### src/hdl/uag_pkg.sv
package uag_pkg;
    // Word indices of the registers; the byte address is four times the index.
    localparam logic [15:0] UAG_IDX_FGAP = 16'h705C;
    localparam logic [15:0] UAG_IDX_SUSP = 16'h705F;
    localparam logic [15:0] UAG_IDX_ISTS = 16'h7060;
    localparam logic [15:0] UAG_IDX_IMSK = 16'h7061;

    // Field positions of the transfer gap and auto-baud control register.
    localparam int UAG_F_DONE = 15;
    localparam int UAG_F_CLR = 14;
    localparam int UAG_F_ALIGN = 13;
    localparam int UAG_F_GAP_LSB = 0;
    localparam int UAG_GAP_W = 8;

    // Field positions of the suspend control register.
    localparam int UAG_F_GRACE = 4;
    localparam int UAG_F_RUNON = 3;

    // Interrupt status and mask layout.
    localparam int UAG_EV_DONE = 0;
    localparam int UAG_EV_TXD = 1;
    localparam int UAG_EV_W = 2;

    // Reset values.
    localparam logic [UAG_GAP_W-1:0] UAG_GAP_RST = 8'h00;
    localparam logic UAG_ALIGN_RST = 1'h0;
    localparam logic UAG_GRACE_RST = 1'h0;
    localparam logic UAG_RUNON_RST = 1'h0;
    localparam logic [UAG_EV_W-1:0] UAG_IMSK_RST = 2'h0;

    // Characters that complete auto-baud detection.
    localparam logic [7:0] UAG_CHAR_UA = 8'h41;
    localparam logic [7:0] UAG_CHAR_LA = 8'h61;

    // Frame shape: start bit, eight data bits, one stop bit.
    localparam int UAG_DATA_BITS = 8;
    localparam int UAG_FRAME_BITS = 10;

    // Clock rate and the default line rate the divider starts from.
    localparam int UAG_CLK_HZ = 10000000;
    localparam int UAG_BAUD_DEF = 115200;

    typedef enum logic [2:0] {
        UAG_RX_IDLE,
        UAG_RX_MEAS,
        UAG_RX_START,
        UAG_RX_DATA,
        UAG_RX_STOP
    } uag_rx_state_t;
endpackage

### src/hdl/uag_txgap_autobaud.sv
// Chosen here: register access over Avalon-MM.
`timescale 1ns/10ps
// What this block does
// - Done flag sets when auto-baud receives letter A or a; zero before.
// - Writing one to the clear bit clears the done flag.
// - Writing zero to the clear bit does nothing; it reads zero.
// - Auto-baud alignment runs only while the align enable bit is one.
// - Programmable 8-bit gap, in baud cycles, between FIFO-to-shifter moves.
// - Holding buffer loads only after the shifter sent its last bit.
// - Suspend field 00: stop immediately on emulation suspend.
// - Suspend field 10: finish current frame, then halt.
// - Run-on bit one: ignore emulation suspend entirely.
// - Reserved suspend register bits read zero; writes are ignored.
module uag_txgap_autobaud import uag_pkg::*; #(
    parameter int DIV_W = 16,
    parameter logic [15:0] BAUD_DIV = 16'(UAG_CLK_HZ / UAG_BAUD_DEF)
) (
    input wire logic clk_sys, // System clock, 10 MHz.
    input wire logic rst, // Asynchronous reset, active high.
    input wire logic [15:0] avs_address, // Avalon word address.
    input wire logic avs_read, // Avalon read request.
    input wire logic avs_write, // Avalon write request.
    input wire logic [31:0] avs_writedata, // Avalon write data.
    output logic [31:0] avs_readdata, // Avalon read data.
    output logic avs_waitrequest, // Avalon wait request.
    input wire logic txf_valid, // Transmit FIFO has a word.
    input wire logic [7:0] txf_data, // Transmit FIFO head word.
    output logic txf_ready, // Word taken from the transmit FIFO.
    input wire logic rx_pin, // Serial receive line.
    output logic tx_pin, // Serial transmit line.
    input wire logic emu_suspend, // Emulation suspend request.
    output logic irq // Level interrupt.
);
    logic acc_q;
    logic wr_en;
    logic [31:0] rd_mux;
    logic [31:0] readdata_q;
    logic done_q;
    logic align_q;
    logic [UAG_GAP_W-1:0] gap_q;
    logic grace_q;
    logic runon_q;
    logic [UAG_EV_W-1:0] sts_q;
    logic [UAG_EV_W-1:0] msk_q;
    logic [UAG_EV_W-1:0] ev;
    logic rx_m_q, rx_s_q, su_m_q, su_s_q;
    logic susp_req, halt_imm;
    logic [DIV_W-1:0] baud_div_q;
    logic [DIV_W-1:0] baud_cnt_q;
    logic tick;
    logic [7:0] rx_byte;
    logic rx_valid;
    logic [DIV_W-1:0] meas_period;
    logic rx_busy;
    logic rx_run;
    logic set_done;
    logic clr_done;
    logic tx_go;
    logic [UAG_GAP_W-1:0] gap_cnt_q;
    logic [7:0] hold_q;
    logic hold_full_q;
    logic [UAG_FRAME_BITS-1:0] shift_q;
    logic [3:0] tx_bits_q;
    logic tx_busy_q;
    logic tx_done_q;
    logic tx_q;

    // One wait cycle on every access gives read data a flop to come from.
    assign avs_waitrequest = (avs_read | avs_write) & ~acc_q;
    assign wr_en = avs_write & ~avs_waitrequest;
    assign avs_readdata = readdata_q;

    always_ff @(posedge clk_sys or posedge rst) begin
        if (rst) begin
            acc_q <= 1'b0;
        end else begin
            acc_q <= (avs_read | avs_write) & ~acc_q;
        end
    end

    always_comb begin
        rd_mux = 32'h0000_0000;
        unique case (avs_address)
            UAG_IDX_FGAP: begin
                rd_mux[UAG_F_DONE] = done_q;
                rd_mux[UAG_F_CLR] = 1'b0;
                rd_mux[UAG_F_ALIGN] = align_q;
                rd_mux[UAG_F_GAP_LSB +: UAG_GAP_W] = gap_q;
            end
            UAG_IDX_SUSP: begin
                rd_mux[UAG_F_GRACE] = grace_q;
                rd_mux[UAG_F_RUNON] = runon_q;
            end
            UAG_IDX_ISTS: rd_mux[UAG_EV_W-1:0] = sts_q;
            UAG_IDX_IMSK: rd_mux[UAG_EV_W-1:0] = msk_q;
            default: rd_mux = 32'h0000_0000;
        endcase
    end

    always_ff @(posedge clk_sys or posedge rst) begin
        if (rst) begin
            readdata_q <= 32'h0000_0000;
        end else if (avs_read & ~acc_q) begin
            readdata_q <= rd_mux;
        end
    end

    always_ff @(posedge clk_sys or posedge rst) begin
        if (rst) begin
            align_q <= UAG_ALIGN_RST;
            gap_q <= UAG_GAP_RST;
        end else if (wr_en && avs_address == UAG_IDX_FGAP) begin
            align_q <= avs_writedata[UAG_F_ALIGN];
            gap_q <= avs_writedata[UAG_F_GAP_LSB +: UAG_GAP_W];
        end
    end

    // Only the two mode bits are stored, so reserved bits can never hold a value.
    always_ff @(posedge clk_sys or posedge rst) begin
        if (rst) begin
            grace_q <= UAG_GRACE_RST;
            runon_q <= UAG_RUNON_RST;
        end else if (wr_en && avs_address == UAG_IDX_SUSP) begin
            grace_q <= avs_writedata[UAG_F_GRACE];
            runon_q <= avs_writedata[UAG_F_RUNON];
        end
    end

    always_ff @(posedge clk_sys or posedge rst) begin
        if (rst) begin
            msk_q <= UAG_IMSK_RST;
        end else if (wr_en && avs_address == UAG_IDX_IMSK) begin
            msk_q <= avs_writedata[UAG_EV_W-1:0];
        end
    end

    always_comb begin
        ev = '0;
        ev[UAG_EV_DONE] = set_done;
        ev[UAG_EV_TXD] = tx_done_q;
    end

    // A new event beats a write-one-to-clear in the same cycle.
    always_ff @(posedge clk_sys or posedge rst) begin
        if (rst) begin
            sts_q <= '0;
        end else if (wr_en && avs_address == UAG_IDX_ISTS) begin
            sts_q <= ev | (sts_q & ~avs_writedata[UAG_EV_W-1:0]);
        end else begin
            sts_q <= ev | sts_q;
        end
    end

    assign irq = |(sts_q & msk_q);

    always_ff @(posedge clk_sys or posedge rst) begin
        if (rst) begin
            rx_m_q <= 1'b1;
            rx_s_q <= 1'b1;
            su_m_q <= 1'b0;
            su_s_q <= 1'b0;
        end else begin
            rx_m_q <= rx_pin;
            rx_s_q <= rx_m_q;
            su_m_q <= emu_suspend;
            su_s_q <= su_m_q;
        end
    end

    assign susp_req = su_s_q & ~runon_q;
    assign halt_imm = susp_req & ~grace_q;
    // Graceful mode lets a receive in progress run to its stop bit.
    assign rx_run = ~(susp_req & (~grace_q | ~rx_busy));

    uag_rx #(
        .DIV_W(DIV_W)
    ) u_rx (
        .clk_sys(clk_sys),
        .rst(rst),
        .run(rx_run),
        .rx_s(rx_s_q),
        .measure(align_q & ~done_q),
        .bit_period(baud_div_q),
        .rx_byte_q(rx_byte),
        .rx_valid_q(rx_valid),
        .meas_period_q(meas_period),
        .rx_busy(rx_busy)
    );

    assign set_done = rx_valid & align_q & ~done_q & (rx_byte == UAG_CHAR_UA || rx_byte == UAG_CHAR_LA);
    assign clr_done = wr_en && avs_address == UAG_IDX_FGAP && avs_writedata[UAG_F_CLR];

    always_ff @(posedge clk_sys or posedge rst) begin
        if (rst) begin
            done_q <= 1'b0;
        end else begin
            done_q <= set_done | (done_q & ~clr_done);
        end
    end

    // The measured start bit replaces the divisor only on a good letter.
    always_ff @(posedge clk_sys or posedge rst) begin
        if (rst) begin
            baud_div_q <= DIV_W'(BAUD_DIV);
        end else if (set_done) begin
            baud_div_q <= meas_period;
        end
    end

    always_ff @(posedge clk_sys or posedge rst) begin
        if (rst) begin
            baud_cnt_q <= '0;
        end else if (!halt_imm) begin
            if (baud_cnt_q == '0) begin
                baud_cnt_q <= baud_div_q - 1'b1;
            end else begin
                baud_cnt_q <= baud_cnt_q - 1'b1;
            end
        end
    end

    assign tick = (baud_cnt_q == '0) & ~halt_imm;

    assign tx_go = txf_valid & ~tx_busy_q & (gap_cnt_q == '0) & ~susp_req;
    assign txf_ready = tx_go;

    always_ff @(posedge clk_sys or posedge rst) begin
        if (rst) begin
            gap_cnt_q <= '0;
        end else if (tx_go) begin
            gap_cnt_q <= gap_q;
        end else if (tick && gap_cnt_q != '0) begin
            gap_cnt_q <= gap_cnt_q - 1'b1;
        end
    end

    always_ff @(posedge clk_sys or posedge rst) begin
        if (rst) begin
            hold_q <= 8'h00;
            hold_full_q <= 1'b0;
        end else if (tx_go) begin
            hold_q <= txf_data;
            hold_full_q <= 1'b1;
        end else if (hold_full_q && !halt_imm) begin
            hold_full_q <= 1'b0;
        end
    end

    // Busy covers holding and shifting, so the holding buffer never acts as an extra level.
    always_ff @(posedge clk_sys or posedge rst) begin
        if (rst) begin
            shift_q <= '1;
            tx_bits_q <= 4'h0;
            tx_busy_q <= 1'b0;
            tx_done_q <= 1'b0;
            tx_q <= 1'b1;
        end else begin
            tx_done_q <= 1'b0;
            if (tx_go) begin
                tx_busy_q <= 1'b1;
            end else if (hold_full_q && !halt_imm) begin
                shift_q <= {1'b1, hold_q, 1'b0};
                tx_bits_q <= 4'(UAG_FRAME_BITS + 1);
            end else if (tick && tx_bits_q > 4'h1) begin
                tx_q <= shift_q[0];
                shift_q <= {1'b1, shift_q[UAG_FRAME_BITS-1:1]};
                tx_bits_q <= tx_bits_q - 1'b1;
            end else if (tick && tx_bits_q == 4'h1) begin
                tx_bits_q <= 4'h0;
                tx_busy_q <= 1'b0;
                tx_done_q <= 1'b1;
            end
        end
    end

    assign tx_pin = tx_q;
endmodule

### src/hdl/uag_rx.sv
`timescale 1ns/10ps
module uag_rx import uag_pkg::*; #(
    parameter int DIV_W = 16
) (
    input wire logic clk_sys, // System clock.
    input wire logic rst, // Asynchronous reset, active high.
    input wire logic run, // Low freezes the receiver.
    input wire logic rx_s, // Synchronised receive line.
    input wire logic measure, // Take the bit time from the start bit.
    input wire logic [DIV_W-1:0] bit_period, // Bit time in clock cycles.
    output logic [7:0] rx_byte_q, // Last received character.
    output logic rx_valid_q, // One-cycle pulse with a new character.
    output logic [DIV_W-1:0] meas_period_q, // Start bit length last measured.
    output logic rx_busy // A frame is in progress.
);
    uag_rx_state_t state_q;
    logic [DIV_W-1:0] cnt_q;
    logic [2:0] bit_q;
    logic [7:0] shreg_q;
    logic [DIV_W-1:0] per;

    // In measuring mode the start bit of the character itself sets the bit time.
    assign per = measure ? meas_period_q : bit_period;
    assign rx_busy = (state_q != UAG_RX_IDLE);

    always_ff @(posedge clk_sys or posedge rst) begin
        if (rst) begin
            state_q <= UAG_RX_IDLE;
            cnt_q <= '0;
            bit_q <= 3'h0;
            shreg_q <= 8'h00;
            rx_byte_q <= 8'h00;
            rx_valid_q <= 1'b0;
            meas_period_q <= '0;
        end else begin
            rx_valid_q <= 1'b0;
            if (run) begin
                unique case (state_q)
                    UAG_RX_IDLE: begin
                        if (!rx_s) begin
                            if (measure) begin
                                cnt_q <= DIV_W'(1);
                                state_q <= UAG_RX_MEAS;
                            end else begin
                                cnt_q <= bit_period >> 1;
                                state_q <= UAG_RX_START;
                            end
                        end
                    end
                    UAG_RX_MEAS: begin
                        // Both letters carry a one in bit 0, so the start bit ends on a rising edge.
                        if (rx_s) begin
                            meas_period_q <= cnt_q;
                            cnt_q <= cnt_q >> 1;
                            bit_q <= 3'h0;
                            state_q <= UAG_RX_DATA;
                        end else if (cnt_q != '1) begin
                            cnt_q <= cnt_q + 1'b1;
                        end
                    end
                    UAG_RX_START: begin
                        if (cnt_q == '0) begin
                            if (!rx_s) begin
                                cnt_q <= bit_period - 1'b1;
                                bit_q <= 3'h0;
                                state_q <= UAG_RX_DATA;
                            end else begin
                                state_q <= UAG_RX_IDLE;
                            end
                        end else begin
                            cnt_q <= cnt_q - 1'b1;
                        end
                    end
                    UAG_RX_DATA: begin
                        if (cnt_q == '0) begin
                            shreg_q <= {rx_s, shreg_q[7:1]};
                            cnt_q <= per - 1'b1;
                            bit_q <= bit_q + 1'b1;
                            if (bit_q == 3'(UAG_DATA_BITS - 1)) begin
                                state_q <= UAG_RX_STOP;
                            end
                        end else begin
                            cnt_q <= cnt_q - 1'b1;
                        end
                    end
                    UAG_RX_STOP: begin
                        if (cnt_q == '0) begin
                            rx_byte_q <= shreg_q;
                            rx_valid_q <= rx_s;
                            state_q <= UAG_RX_IDLE;
                        end else begin
                            cnt_q <= cnt_q - 1'b1;
                        end
                    end
                endcase
            end
        end
    end
endmodule

### config.mk
export PLATFORM = sky130hd
export DESIGN_NAME = uag_txgap_autobaud
export DESIGN_NICKNAME = d
export VERILOG_FILES = /design/src/hdl/uag_pkg.sv /design/src/hdl/uag_txgap_autobaud.sv /design/src/hdl/uag_rx.sv
export SDC_FILE = /design/constraint.sdc
export NUM_CORES = 1
export LEC_CHECK = 0
export BUFFER_PORTS_ARGS = -buffer_cell sky130_fd_sc_hd__buf_2
export CORE_MARGIN = 1.5
export CORE_UTILIZATION = 55
export CTS_CLUSTER_SIZE = 14
export DETAILED_ROUTE_END_ITERATION = 12
export GPL_TIMING_DRIVEN = 1
export PLACE_DENSITY = 0.75
export SLEW_MARGIN = 30
export SYNTH_ARGS = -nofsm -noshare
export SYNTH_HDL_FRONTEND = slang
export SYNTH_HIERARCHICAL = 1
export SYNTH_SLANG_ARGS = --single-unit
### constraint.sdc
create_clock -name clk_sys -period 9.4 [get_ports clk_sys]
set_input_delay 1.88 -clock clk_sys [delete_from_list [all_inputs] [get_ports clk_sys]]
set_output_delay 1.88 -clock clk_sys [all_outputs]
set_load 0.005 [all_outputs]
==> impl_metrics.ini <==
[outcome]
status = finished clean

[finish]
postLayoutCellArea_mm2 = 0.0104
area.growth.synth_to_final_pct = 9.08
fin_nets = 1130
layout.cells.non_filler = 1295
antenna_cells = 0
regArea_mm2 = 0.00377
multi_input_area_mm2 = 0.00536
layout-drive-gt1-share = 0.198
nFillCells = 1489

[drt]
wl_per_cell_um = 18.8
routed_wl_um = 24300
antenna_left = 0
vias = 8171
drt_first_pass_iters = 5
drcViolationCount = 0
viasPerCell = 6.31
drtIter0Drc = 926

[sta]
fmax_mhz = 172
final.min_clock_period_ns = 5.82
worst_slack_ns = 3.58
finClkSkew_ns = 0.0124
finalHoldViolCount = 0
rsz0062_at_grt = false
drv_slew = 0
tightestPinTransition_ns = 0.871
setup_viol = 0
tns_ns = 0
finalCritPeriodShare = 0.619
slew-limit-headroom = 0.414

[critical_path]
worst-path-buf-inv = 3
crit_path_end = txf_ready
path_cells = inv_1 -> ha_1 -> nor4b_1 -> nor4b_1 -> nand2_1 -> inv_1 -> buf_2
r2r_slack_ns = 5.68
r2r-start = gap_cnt_q[1]
reg2reg_to = shift_q[5]
crit_start = gap_cnt_q[1]
critPathLaunchType = register
worstRegToRegCells = 8
cp_data_required_time_ns = 7.52
critPathArrivalTime_ns = 3.94
critPathSlowestCell = inv_1
cp_slowest_stage_delay_ns = 0.83
cp-end-kind = output pin
cp_top_family = simple AND/OR/NAND/NOR gates
path_depth = 7
cp_max_fo = 30
crit_type = register to output pin

[global_route]
grt_use_total = 0.278
grt_pass1_vias = 7963
grt-ovfl-total = 0
grt_antenna_before_repair = 0
grt_first_pass_wirelength_um = 40200
grt_max_degree = 75

[place]
gp_congestion = 0.956
port_buffers = 54
preCtsSetupSlack_ns = 3.81
dp_cells = 1263
place_hpwl_um = 16300
placed_area_mm2 = 0.00982

[clock_network]
cts_resized = 0
ctsHoldBuffers = 0
clk_latency_ns = 0.43
htreeDepth = 4
cts_setup_buffers = 0
cts.reportedPaths.clkPinSlew_ns = 0.06
cts.sinks = 150
cts_made_buffers = 17
clock_path_buffers = 2
cts_tree = yes
cts_root_buf = clkbuf_16

[die]
die_area_mm2 = 0.0182
die_x_um = 135
io_pins = 99
die_y_um = 135
initial_utilization = 0.558
core-area_mm2 = 0.0171
rows = 48

[power_and_ir_drop]
switchingPower_uw = 799
powerDensity_mw_per_mm2 = 208
seqPwrFrac = 0.414
combPwrFrac = 0.276
p_clk_frac = 0.310
swShare = 0.368
peakVddDrop_mv = 0.173
p_leak_nw = 4.48
p_int_mw = 1.37

[yosys]
syn-instance-count = 1042
syn_area_per_cell_um2 = 9.17
syn_area_mm2 = 0.00956
yosysWarnings = 6

[run]
drv_cap = 0

[worst_hold_path]
hold_class = register to register
## metal layers
layer | track usage | up-vias | wire [um]
met5 | 0 | - | 0
met4 | 0.107 | 0 | 461
met3 | 0.0574 | 37 | 1660
met2 | 0.451 | 326 | 11700
met1 | 0.367 | 3968 | 10500
li1 | - | 3840 | -
## stage by stage
stage	utilization	power, mW	hold WS, ns
after CTS	0.608	2.16	0.358
final	0.609	2.17	0.356
after global placement	0.574	1.47	0.340
after floorplan	-	1.33	0.331
after detailed placement	0.574	1.48	0.345
after global routing	0.609	2.29	0.364
## worst register-to-register path, cell delays in order (launching register included)
cell,delay [ns]
dfrtp_1,0.38
inv_1,0.08
ha_1,0.16
nor4b_1,0.49
nor4b_1,0.71
nand2_1,0.62
inv_1,0.83
or3_1,0.21
o221a_2,0.19
## how the worst min path moves through the flow
stage	start	to	slack [ns]	depth (start not counted)
after floorplan	su_m_q	su_s_q	0.33	0
after global placement	su_m_q	su_s_q	0.34	0
after detailed placement	su_m_q	su_s_q	0.34	0
after CTS	rx_m_q	rx_s_q	0.36	0
after global routing	rx_m_q	rx_s_q	0.36	0
final	rx_m_q	rx_s_q	0.36	0
## cells in the final DEF, fill, tap and decap left out, types with 30 or more instances in the layout
master,count
nand3_1,36
nor3_1,33
mux2_2,51
buf_2,54
nor2_1,69
dfrtp_1,134
a21oi_1,48
xnor2_1,30
o21ai_0,56
nand2_1,122
## power by group through the flow
stage	logic [mW]	clock network (mW)	registers (mW)
3_5_place_dp	0.580	0	0.903
3_3_place_gp	0.569	0	0.901
6_report	0.599	0.673	0.900
5_1_grt	0.665	0.710	0.915
4_1_cts	0.584	0.683	0.892
2_1_floorplan	0.527	0	0.801
## final cells by class
cell class | instances | area share
clock buffer | 21 | 0.0451
clock inverter | 11 | 0.0107
inverter | 21 | 0.00780
multi-input combinational | 803 | 0.514
sequential | 150 | 0.362
tap | 225 | 0.0270
timing repair buffer | 64 | 0.0335
## sequential cells by signal (all words and copies together) (netlist names), 7 cells and up
signal	cells
baud_cnt_q	16
u_rx/rx_byte_q	7
shift_q	9
baud_div_q	16
gap_q	8
u_rx/shreg_q	8
gap_cnt_q	8
hold_q	8
u_rx/meas_period_q	16
avs_readdata	10
u_rx/cnt_q	16
No activity file was read; power rests on OpenSTA's default activity.
